--- src/hdl/blsc_pkg.sv ---
// Shared constants and types of the button and LED state controller.
package blsc_pkg;

    // Clock and the one-millisecond timing tick.
    localparam int CLK_PERIOD_NS      = 4;
    localparam int TICK_PERIOD_US     = 1000;
    localparam int TICK_CYCLES        = TICK_PERIOD_US * 1000 / CLK_PERIOD_NS;

    // Times in their own units and as counts of ticks.
    localparam int AUTO_OFF_MIN       = 15;
    localparam int AUTO_OFF_TICKS     = AUTO_OFF_MIN * 60 * 1000000 / TICK_PERIOD_US;
    localparam int HOLD_RESET_S       = 12;
    localparam int HOLD_TICKS         = HOLD_RESET_S * 1000000 / TICK_PERIOD_US;
    localparam int GAP_MS             = 400;
    localparam int GAP_TICKS          = GAP_MS * 1000 / TICK_PERIOD_US;
    localparam int BOOT_TIMEOUT_S     = 30;
    localparam int BOOT_TIMEOUT_TICKS = BOOT_TIMEOUT_S * 1000000 / TICK_PERIOD_US;

    // Blink patterns, in ticks of the blink phase counter.
    localparam logic [11:0] PHASE_PERIOD = 12'hFA0;
    localparam logic [11:0] RAPID_PERIOD = 12'h064;
    localparam logic [11:0] RAPID_ON     = 12'h032;
    localparam logic [11:0] SLOW_PERIOD  = 12'h1F4;
    localparam logic [11:0] SLOW_ON      = 12'h0FA;
    localparam logic [11:0] VSLOW_ON     = 12'h0C8;
    localparam logic [11:0] BURST_SPAN   = 12'h7D0;
    localparam logic [11:0] BURST_PERIOD = 12'h190;
    localparam logic [11:0] BURST_ON     = 12'h0C8;

    // Press counts of the gestures.
    localparam logic [2:0] CNT_SINGLE = 3'h1;
    localparam logic [2:0] CNT_TRIPLE = 3'h3;
    localparam logic [2:0] CNT_PAIR   = 3'h5;
    localparam logic [2:0] CNT_MAX    = 3'h7;

    typedef enum logic [2:0] {
        ST_OFF     = 3'h0,
        ST_BOOT    = 3'h1,
        ST_SEARCH  = 3'h3,
        ST_ENABLED = 3'h2,
        ST_PAUSED  = 3'h6,
        ST_PAIRING = 3'h7,
        ST_ERROR   = 3'h5
    } blsc_state_t;

endpackage

--- src/hdl/blsc_gest_if.sv ---
// Gesture events passed from the press decoder to the state controller.
`timescale 1ns/1ps
interface blsc_gest_if;
    logic [2:0] count;
    logic       valid;
    logic       hold_release;

    modport src (output count, output valid, output hold_release);
    modport dst (input count, input valid, input hold_release);
endinterface

--- src/hdl/blsc_gesture.sv ---
// Pushbutton decoder: groups presses into multi-press gestures and detects a long hold.
`timescale 1ns/1ps
module blsc_gesture #(
    parameter int HOLD_TICKS = blsc_pkg::HOLD_TICKS,
    parameter int GAP_TICKS  = blsc_pkg::GAP_TICKS
) (
    input wire logic    sys_clk,
    input wire logic    rst_n,
    input wire logic    tick,
    input wire logic    btn,
    blsc_gest_if.src    gest
);
    localparam int HW = $clog2(HOLD_TICKS + 1);
    localparam int GW = $clog2(GAP_TICKS + 1);

    if (HOLD_TICKS < 2 || GAP_TICKS < 2)
    begin : g_check
        $error("blsc_gesture: hold and gap counts must be at least two ticks");
    end

    logic          btn_q;
    logic [2:0]    cnt_q;
    logic [GW-1:0] gap_q;
    logic [HW-1:0] held_q;
    logic          valid_q;
    logic          hold_q;
    logic [2:0]    count_q;

    wire press    = btn && !btn_q;
    wire release_ = !btn && btn_q;
    wire is_long  = (held_q == HW'(HOLD_TICKS));
    wire gap_done = (cnt_q != 3'h0) && !btn && tick && (gap_q == GW'(GAP_TICKS - 1));

    always_ff @(posedge sys_clk or negedge rst_n)
    begin
        if (!rst_n)
            btn_q <= 1'b0;
        else
            btn_q <= btn;
    end

    // Hold time saturates so that any hold beyond the limit still counts.
    always_ff @(posedge sys_clk or negedge rst_n)
    begin
        if (!rst_n)
            held_q <= '0;
        else if (press)
            held_q <= '0;
        else if (btn && tick && !is_long)
            held_q <= held_q + HW'(1);
    end

    // The quiet time after the last release closes the gesture.
    always_ff @(posedge sys_clk or negedge rst_n)
    begin
        if (!rst_n)
            gap_q <= '0;
        else if (btn || gap_done)
            gap_q <= '0;
        else if (tick && cnt_q != 3'h0)
            gap_q <= gap_q + GW'(1);
    end

    // A long hold cancels the presses gathered so far.
    always_ff @(posedge sys_clk or negedge rst_n)
    begin
        if (!rst_n)
            cnt_q <= 3'h0;
        else if ((release_ && is_long) || gap_done)
            cnt_q <= 3'h0;
        else if (press && cnt_q != blsc_pkg::CNT_MAX)
            cnt_q <= cnt_q + 3'h1;
    end

    always_ff @(posedge sys_clk or negedge rst_n)
    begin
        if (!rst_n)
        begin
            valid_q <= 1'b0;
            count_q <= 3'h0;
            hold_q  <= 1'b0;
        end
        else
        begin
            valid_q <= gap_done;
            count_q <= gap_done ? cnt_q : 3'h0;
            hold_q  <= release_ && is_long;
        end
    end

    assign gest.valid        = valid_q;
    assign gest.count        = count_q;
    assign gest.hold_release = hold_q;
endmodule

--- src/hdl/blsc_top.sv ---
// Power and operating state controller driven by one pushbutton and one LED.
`timescale 1ns/1ps
module blsc_top #(
    parameter int TICK_CYCLES        = blsc_pkg::TICK_CYCLES,
    parameter int AUTO_OFF_TICKS     = blsc_pkg::AUTO_OFF_TICKS,
    parameter int HOLD_TICKS         = blsc_pkg::HOLD_TICKS,
    parameter int GAP_TICKS          = blsc_pkg::GAP_TICKS,
    parameter int BOOT_TIMEOUT_TICKS = blsc_pkg::BOOT_TIMEOUT_TICKS
) (
    input wire logic        sys_clk,
    input wire logic        rst_n,
    input wire logic        btn,
    input wire logic        boot_done,
    input wire logic        net_up,
    input wire logic        app_up,
    input wire logic        charger_in,
    input wire logic        batt_full,
    input wire logic        pair_done,
    output logic            led,
    output logic            power_en,
    output logic            sweep_allow,
    output logic            pair_start,
    output logic            unit_reset,
    output logic [2:0]      state
);
    localparam int TW = $clog2(TICK_CYCLES);
    localparam int AW = $clog2(AUTO_OFF_TICKS + 1);
    localparam int BW = $clog2(BOOT_TIMEOUT_TICKS + 1);

    if (TICK_CYCLES < 2 || AUTO_OFF_TICKS < 2 || BOOT_TIMEOUT_TICKS < 2)
    begin : g_check
        $error("blsc_top: tick, auto-off and boot counts must be at least two");
    end

    // True while the phase lies in the lit part of a repeating period.
    function automatic logic blink_on(input logic [11:0] phase, input logic [11:0] period,
                                      input logic [11:0] on_time);
        blink_on = (phase % period) < on_time;
    endfunction

    blsc_pkg::blsc_state_t state_q;
    blsc_pkg::blsc_state_t state_d;
    logic [TW-1:0]         tick_cnt_q;
    logic                  tick_q;
    logic [11:0]           phase_q;
    logic [AW-1:0]         pause_cnt_q;
    logic [BW-1:0]         boot_cnt_q;
    logic                  led_q;
    logic                  led_d;
    logic                  power_q;
    logic                  sweep_q;
    logic                  pair_start_q;
    logic                  unit_reset_q;

    blsc_gest_if gest_if ();

    blsc_gesture #(
        .HOLD_TICKS (HOLD_TICKS),
        .GAP_TICKS  (GAP_TICKS)
    ) u_gesture (
        .sys_clk (sys_clk),
        .rst_n   (rst_n),
        .tick    (tick_q),
        .btn     (btn),
        .gest    (gest_if.src)
    );

    wire single        = gest_if.valid && gest_if.count == blsc_pkg::CNT_SINGLE;
    wire triple        = gest_if.valid && gest_if.count == blsc_pkg::CNT_TRIPLE;
    wire fivex         = gest_if.valid && gest_if.count == blsc_pkg::CNT_PAIR;
    wire linked        = net_up && app_up;
    wire boot_expired  = tick_q && boot_cnt_q == BW'(BOOT_TIMEOUT_TICKS - 1);
    wire pause_expired = tick_q && pause_cnt_q == AW'(AUTO_OFF_TICKS - 1);

    // One-cycle enable every millisecond paces every timer and blink.
    always_ff @(posedge sys_clk or negedge rst_n)
    begin
        if (!rst_n)
        begin
            tick_cnt_q <= '0;
            tick_q     <= 1'b0;
        end
        else if (tick_cnt_q == TW'(TICK_CYCLES - 1))
        begin
            tick_cnt_q <= '0;
            tick_q     <= 1'b1;
        end
        else
        begin
            tick_cnt_q <= tick_cnt_q + TW'(1);
            tick_q     <= 1'b0;
        end
    end

    always_ff @(posedge sys_clk or negedge rst_n)
    begin
        if (!rst_n)
            phase_q <= 12'h000;
        else if (tick_q)
            phase_q <= (phase_q == blsc_pkg::PHASE_PERIOD - 12'h001) ? 12'h000 : phase_q + 12'h001;
    end

    always_ff @(posedge sys_clk or negedge rst_n)
    begin
        if (!rst_n)
            boot_cnt_q <= '0;
        else if (state_q != blsc_pkg::ST_BOOT)
            boot_cnt_q <= '0;
        else if (tick_q && !boot_expired)
            boot_cnt_q <= boot_cnt_q + BW'(1);
    end

    always_ff @(posedge sys_clk or negedge rst_n)
    begin
        if (!rst_n)
            pause_cnt_q <= '0;
        else if (state_q != blsc_pkg::ST_PAUSED)
            pause_cnt_q <= '0;
        else if (tick_q && !pause_expired)
            pause_cnt_q <= pause_cnt_q + AW'(1);
    end

    // Hold and triple press outrank every state; off only answers a single press.
    always_comb
    begin
        state_d = state_q;
        if (state_q == blsc_pkg::ST_OFF)
        begin
            if (single)
                state_d = blsc_pkg::ST_BOOT;
        end
        else if (gest_if.hold_release)
            state_d = blsc_pkg::ST_BOOT;
        else if (triple)
            state_d = blsc_pkg::ST_OFF;
        else if (fivex)
            state_d = blsc_pkg::ST_PAIRING;
        else
        begin
            case (state_q)
                blsc_pkg::ST_BOOT:
                    if (boot_done)
                        state_d = blsc_pkg::ST_SEARCH;
                    else if (boot_expired)
                        state_d = blsc_pkg::ST_ERROR;
                blsc_pkg::ST_SEARCH:
                    if (linked)
                        state_d = blsc_pkg::ST_ENABLED;
                blsc_pkg::ST_ENABLED:
                    if (!linked)
                        state_d = blsc_pkg::ST_SEARCH;
                    else if (single)
                        state_d = blsc_pkg::ST_PAUSED;
                blsc_pkg::ST_PAUSED:
                    if (single)
                        state_d = linked ? blsc_pkg::ST_ENABLED : blsc_pkg::ST_SEARCH;
                    else if (pause_expired)
                        state_d = blsc_pkg::ST_OFF;
                blsc_pkg::ST_PAIRING:
                    if (pair_done)
                        state_d = blsc_pkg::ST_SEARCH;
                default:
                    state_d = state_q;
            endcase
        end
    end

    always_ff @(posedge sys_clk or negedge rst_n)
    begin
        if (!rst_n)
            state_q <= blsc_pkg::ST_OFF;
        else
            state_q <= state_d;
    end

    // LED pattern by state; in search a full battery on the charger shows steady in place of the slow flashing.
    always_comb
    begin
        led_d = 1'b0;
        case (state_q)
            blsc_pkg::ST_BOOT,
            blsc_pkg::ST_ERROR:
                led_d = blink_on(phase_q, blsc_pkg::RAPID_PERIOD, blsc_pkg::RAPID_ON);
            blsc_pkg::ST_SEARCH:
                if (charger_in)
                    led_d = batt_full || blink_on(phase_q, blsc_pkg::SLOW_PERIOD, blsc_pkg::SLOW_ON);
                else
                    led_d = blink_on(phase_q, blsc_pkg::SLOW_PERIOD, blsc_pkg::SLOW_ON);
            blsc_pkg::ST_ENABLED:
                led_d = 1'b1;
            blsc_pkg::ST_PAUSED:
                led_d = phase_q < blsc_pkg::VSLOW_ON;
            blsc_pkg::ST_PAIRING:
                led_d = phase_q < blsc_pkg::BURST_SPAN
                        && blink_on(phase_q, blsc_pkg::BURST_PERIOD, blsc_pkg::BURST_ON);
            default:
                led_d = 1'b0;
        endcase
    end

    always_ff @(posedge sys_clk or negedge rst_n)
    begin
        if (!rst_n)
            led_q <= 1'b0;
        else
            led_q <= led_d;
    end

    always_ff @(posedge sys_clk or negedge rst_n)
    begin
        if (!rst_n)
        begin
            power_q      <= 1'b0;
            sweep_q      <= 1'b0;
            pair_start_q <= 1'b0;
            unit_reset_q <= 1'b0;
        end
        else
        begin
            power_q      <= state_d != blsc_pkg::ST_OFF;
            sweep_q      <= state_d == blsc_pkg::ST_ENABLED;
            pair_start_q <= state_d == blsc_pkg::ST_PAIRING && state_q != blsc_pkg::ST_PAIRING;
            unit_reset_q <= state_q != blsc_pkg::ST_OFF && gest_if.hold_release;
        end
    end

    assign led         = led_q;
    assign power_en    = power_q;
    assign sweep_allow = sweep_q;
    assign pair_start  = pair_start_q;
    assign unit_reset  = unit_reset_q;
    assign state       = state_q;
endmodule

--- config.mk ---
export PLATFORM = sky130hd
export DESIGN_NAME = blsc_top
export DESIGN_NICKNAME = d
export VERILOG_FILES = /design/src/hdl/blsc_pkg.sv /design/src/hdl/blsc_gest_if.sv /design/src/hdl/blsc_gesture.sv /design/src/hdl/blsc_top.sv
export SDC_FILE = /design/constraint.sdc
export NUM_CORES = 1
export LEC_CHECK = 0
export BUFFER_PORTS_ARGS = -buffer_cell sky130_fd_sc_hd__buf_4
export CORE_MARGIN = 10
export CORE_UTILIZATION = 30
export DETAILED_ROUTE_END_ITERATION = 12
export PLACE_DENSITY = 0.51
export SLEW_MARGIN = 5
export SYNTH_ARGS = -nofsm -noshare
export SYNTH_HDL_FRONTEND = slang
export SYNTH_SLANG_ARGS = --single-unit
--- constraint.sdc ---
create_clock -name sys_clk -period 4.5 [get_ports sys_clk]
set_input_delay 0.225 -clock sys_clk [delete_from_list [all_inputs] [get_ports sys_clk]]
set_output_delay 0.225 -clock sys_clk [all_outputs]
set_load 0.005 [all_outputs]
==> metrics.md <==
| Metric | Value |
|---|---|
| Clk_lat worst skew | 360 ps |
| Compound-gate portion of the synthesized area | 15.68% |
| Fin area | 7830 um^2 |
| Synth Cell Area | 7028 um^2 |
| Diodes inserted | 0 |
| Worst Path Max Fanout | 13 |
| Final Cycle Share | 91.67% |
| DR WL/cell | ~14 um |
| TritonRoute pass-1 iters | 4 |
| Ratio of cells with drive above 1 in the final layout | 10.63% |
| Final setup violation count | 0 |
| RSZ-0062 raised after global routing | no |
| Synthesis Warnings | 0 |
| Register share of total power | 53.2% |
| CTS Buffer Depth | 2 |
| Largest net degree at the start of global routing | 75 |
| Number of synthesized flops with an enable pin | 0 |
| Most used flip-flop cell after synthesis | dfrtp_1 |
| Clk pwr share | 42.5% |
| Row cnt | 55 |
| Largest family of logic cells by synthesized area | simple AND/OR/NAND/NOR gates |
| Fin Setup TNS | 0 ps |
| Area contributors post-synth | dfrtp_1, nor2_1, xnor2_1 |
| VDD IR-drop max | 0.2029 mV |
| Worst setup SP type | flip-flop |
| Initial antenna violation count | 0 |
| Switching power | roughly 460 uW |
| Slew at the pin closest to its max-slew limit | 1046 ps |
| CTS sink count | 106 |
| Synthesized area per cell | 8.687 um^2 |
| Outcome | finished with violations |
| Root buffer cell | clkbuf_16 |
| CTS tree | built |
| Vias in the first global route | 5,679 |
| Clk slew on worst S/H paths | around 80 ps |
| Synth top area share | 37.74% |
| Synth Area in Simple Gates | 26.28% |
| FFs w/ async S/R, synth | between 90% and 100% |
| GP Congestion | 0.8641 |
| Pleak | roughly 3.1 nW |
| Int Pwr | 1.386 mW |
| Maxcap violations | 0 |
| DIE HEIGHT | 173.1 um |
| Num CTS Buffers | 9 |
| Register area share after synthesis | 37.74% |
| Pwr Density | 235.2 nW/um^2 |
| # IOs | 17 |
| Endpoints failing hold | 2 |
| DP Wirelength | between 10,000 and 15,000 um |
| H-tree depth | 3 |
| Vias | around 5,800 |
| Die X | 173.1 um |
| Area Overhead vs Synth | 11.41% |
| Fmax | ~0.24 GHz |
| Distinct cells, synth | 87 |
| Crit path DAT | 4360 ps |
| CP Capture Type | flip-flop |
| Final Slew Violations | 0 |
| Post-route ant nets | 0 |
| Mapped Nets | 829 |
| Vias/cell | 5.063 |
| Post-Synth Adder-Cell Area | 2.848% |
| Worst EP required | 4740 ps |
| Clock Skew | 11.43 ps |
| Cell count after placement | between 1,000 and 1,500 |
| Minimum clock period after layout | 4125 ps |
| Multiplexer area fraction after synthesis | ~2.2% |
| Post-layout net count | approximately 840 |
| Gate Count Post-Synth | 809 |
| CTS Hold Bufs | 0 |
| Global-route wire length before repair | around 28,000 um |
| Area leader, netlist | dfrtp_1 |
| WHS | -6.513 ps |
| Max-slew headroom | 29.76% |
| Initial Utilization | 30.76% |
| Die area | 29,950 um^2 |
| # DRC | 0 |
| GR Overflow Total | 0 |
| Cell Count, Final, Fillers Out | around 1,100 |
| Final Util | 34.27% |
| Sw Ratio | 24.71% |
| Setup CP Type | flip-flop to flip-flop |
| Failing checks | negative hold slack |
| Cell Area, Placed | around 7500 um^2 |
| Core area | between 20,000 and 25,000 um^2 |
| Starting DRT DRC Count | approximately 350 |
| Total Routing Usage GR | 10.68% |
| Final wirelength | 15,820 um |
| Flops & latches, synth | 106 |
| Comb power frac | 4.3% |
| Hold Crit Class | primary input to asynchronous set/reset pin |
| Port Buffers | 16 |
| XOR/XNOR share of the synthesized area | 10.98% |
flip-flops by register name, indices dropped and copies added, names as in the netlist:
signal / cells
boot_cnt_q: 15
u_gesture.gest.valid: 1
tick_cnt_q: 18
u_gesture.gest.hold_release: 1
tick_q: 1
sweep_allow: 1
u_gesture.gap_q: 9
power_en: 1
pause_cnt_q: 20
pair_start: 1
led: 1
u_gesture.gest.count: 3
phase_q: 12
state: 3
u_gesture.cnt_q: 3
u_gesture.held_q: 14
u_gesture.btn_q: 1
unit_reset: 1
cells in the mapped netlist, drive strengths merged (4+ instances only):
cell,count
mux2,4
or3,16
ha,11
a21boi,6
nor2,115
xor2,39
a32oi,4
nand4,24
maj3,6
nor2b,14
nor4,7
a21oi,39
and2,4
clkbuf,16
o21ai,32
inv,27
o211ai,4
buf,20
dfrtp,106
and3,16
o31ai,7
or2,8
xnor2,47
a31oi,14
mux2i,11
nor3,27
nor4b,5
or4,4
nand2,72
nand2b,7
o22ai,6
nand3,35
layout make-up:
class	count	area, um^2
Fill cell	2424	15020
Multi-Input combinational cell	640	4084
Inverter	27	101.3
Timing Repair Buffer	39	305.3
Sequential cell	106	2653
Tap cell	313	391.6
Clock inverter	7	70.07
Clock buffer	9	225.2
cells by family after synthesis:
family | Yosys count
simple gates | 370
mux | 15
flops | 106
xor+xnor | 86
fa+ha+maj | 17
buf+inv | 63
compound gates | 152
power by group through the flow:
stage	logic (mW)	clock network (mW)	registers, mW
after floorplan	0.0442	0	0.995
after global routing	0.0937	0.847	0.982
after CTS	0.0820	0.810	0.980
after global placement	0.0804	0	0.998
final	0.0794	0.782	0.980
after detailed placement	0.0813	0	0.998
worst paths after layout:
check	start	endpoint	slack [ps]	depth (start not counted)
max in group asynchronous	rst_n	tick_cnt_q[2]	3510	2
min reg2reg	tick_cnt_q[6]	tick_cnt_q[6]	490	1
min in group sys_clk	btn	u_gesture.btn_q	40	1
max	phase_q[8]	led	370	14
min	rst_n	boot_cnt_q[11]	-7	1
max reg2reg	phase_q[8]	led	370	14
critical path, cell delays in order, from the launching register on:
cell and delay, ps:
dfrtp_1 570, buf_4 270, nand2_1 160, a211o_1 350
and3_1 230, nor2_1 260, xor2_1 480, o21ai_2 210
a31oi_1 210, or3b_4 430, nand2_2 90, maj3_2 190
a21oi_1 90, a2111oi_2 350, o31ai_1 120
repair_timing:
item | CTS | global route
setup endpoints to repair | 0 | 1
setup buffers | 0 | 0
gates resized for setup | 0 | 1
stage by stage:
step	power [mW]	hold WS (ps)	worst slack, ps
final	1.842	-6.513	374.7
after global routing	1.923	30.27	18.09
after CTS	1.872	24.21	416.0
after detailed placement	1.080	401.3	412.6
after global placement	1.079	408.8	480.7
after floorplan	1.039	-70.59	868.5
routing by layer:
| metal | GRT usage, % | part of all wire (%) |
|---|---|---|
| met5 | 0 | 0 |
| met4 | 3.450 | 1.3 |
| met3 | 1.895 | 3.3 |
| met2 | 16.37 | 44 |
| met1 | 14.85 | 51 |
layout by cell type (no fill, tap or decap), types with 14 or more instances in the layout:
| master | count |
|---|---|
| nor2_1 | 115 |
| dfrtp_1 | 106 |
| nand2_1 | 71 |
| xnor2_1 | 45 |
| xor2_1 | 39 |
| a21oi_1 | 38 |
| buf_4 | 38 |
| nand3_1 | 35 |
| inv_1 | 27 |
| nor3_1 | 27 |
| o21ai_0 | 27 |
| nand4_1 | 24 |
| and3_1 | 16 |
| or3_1 | 15 |
| nor2b_1 | 14 |
Power figures use the tool's default switching activity.
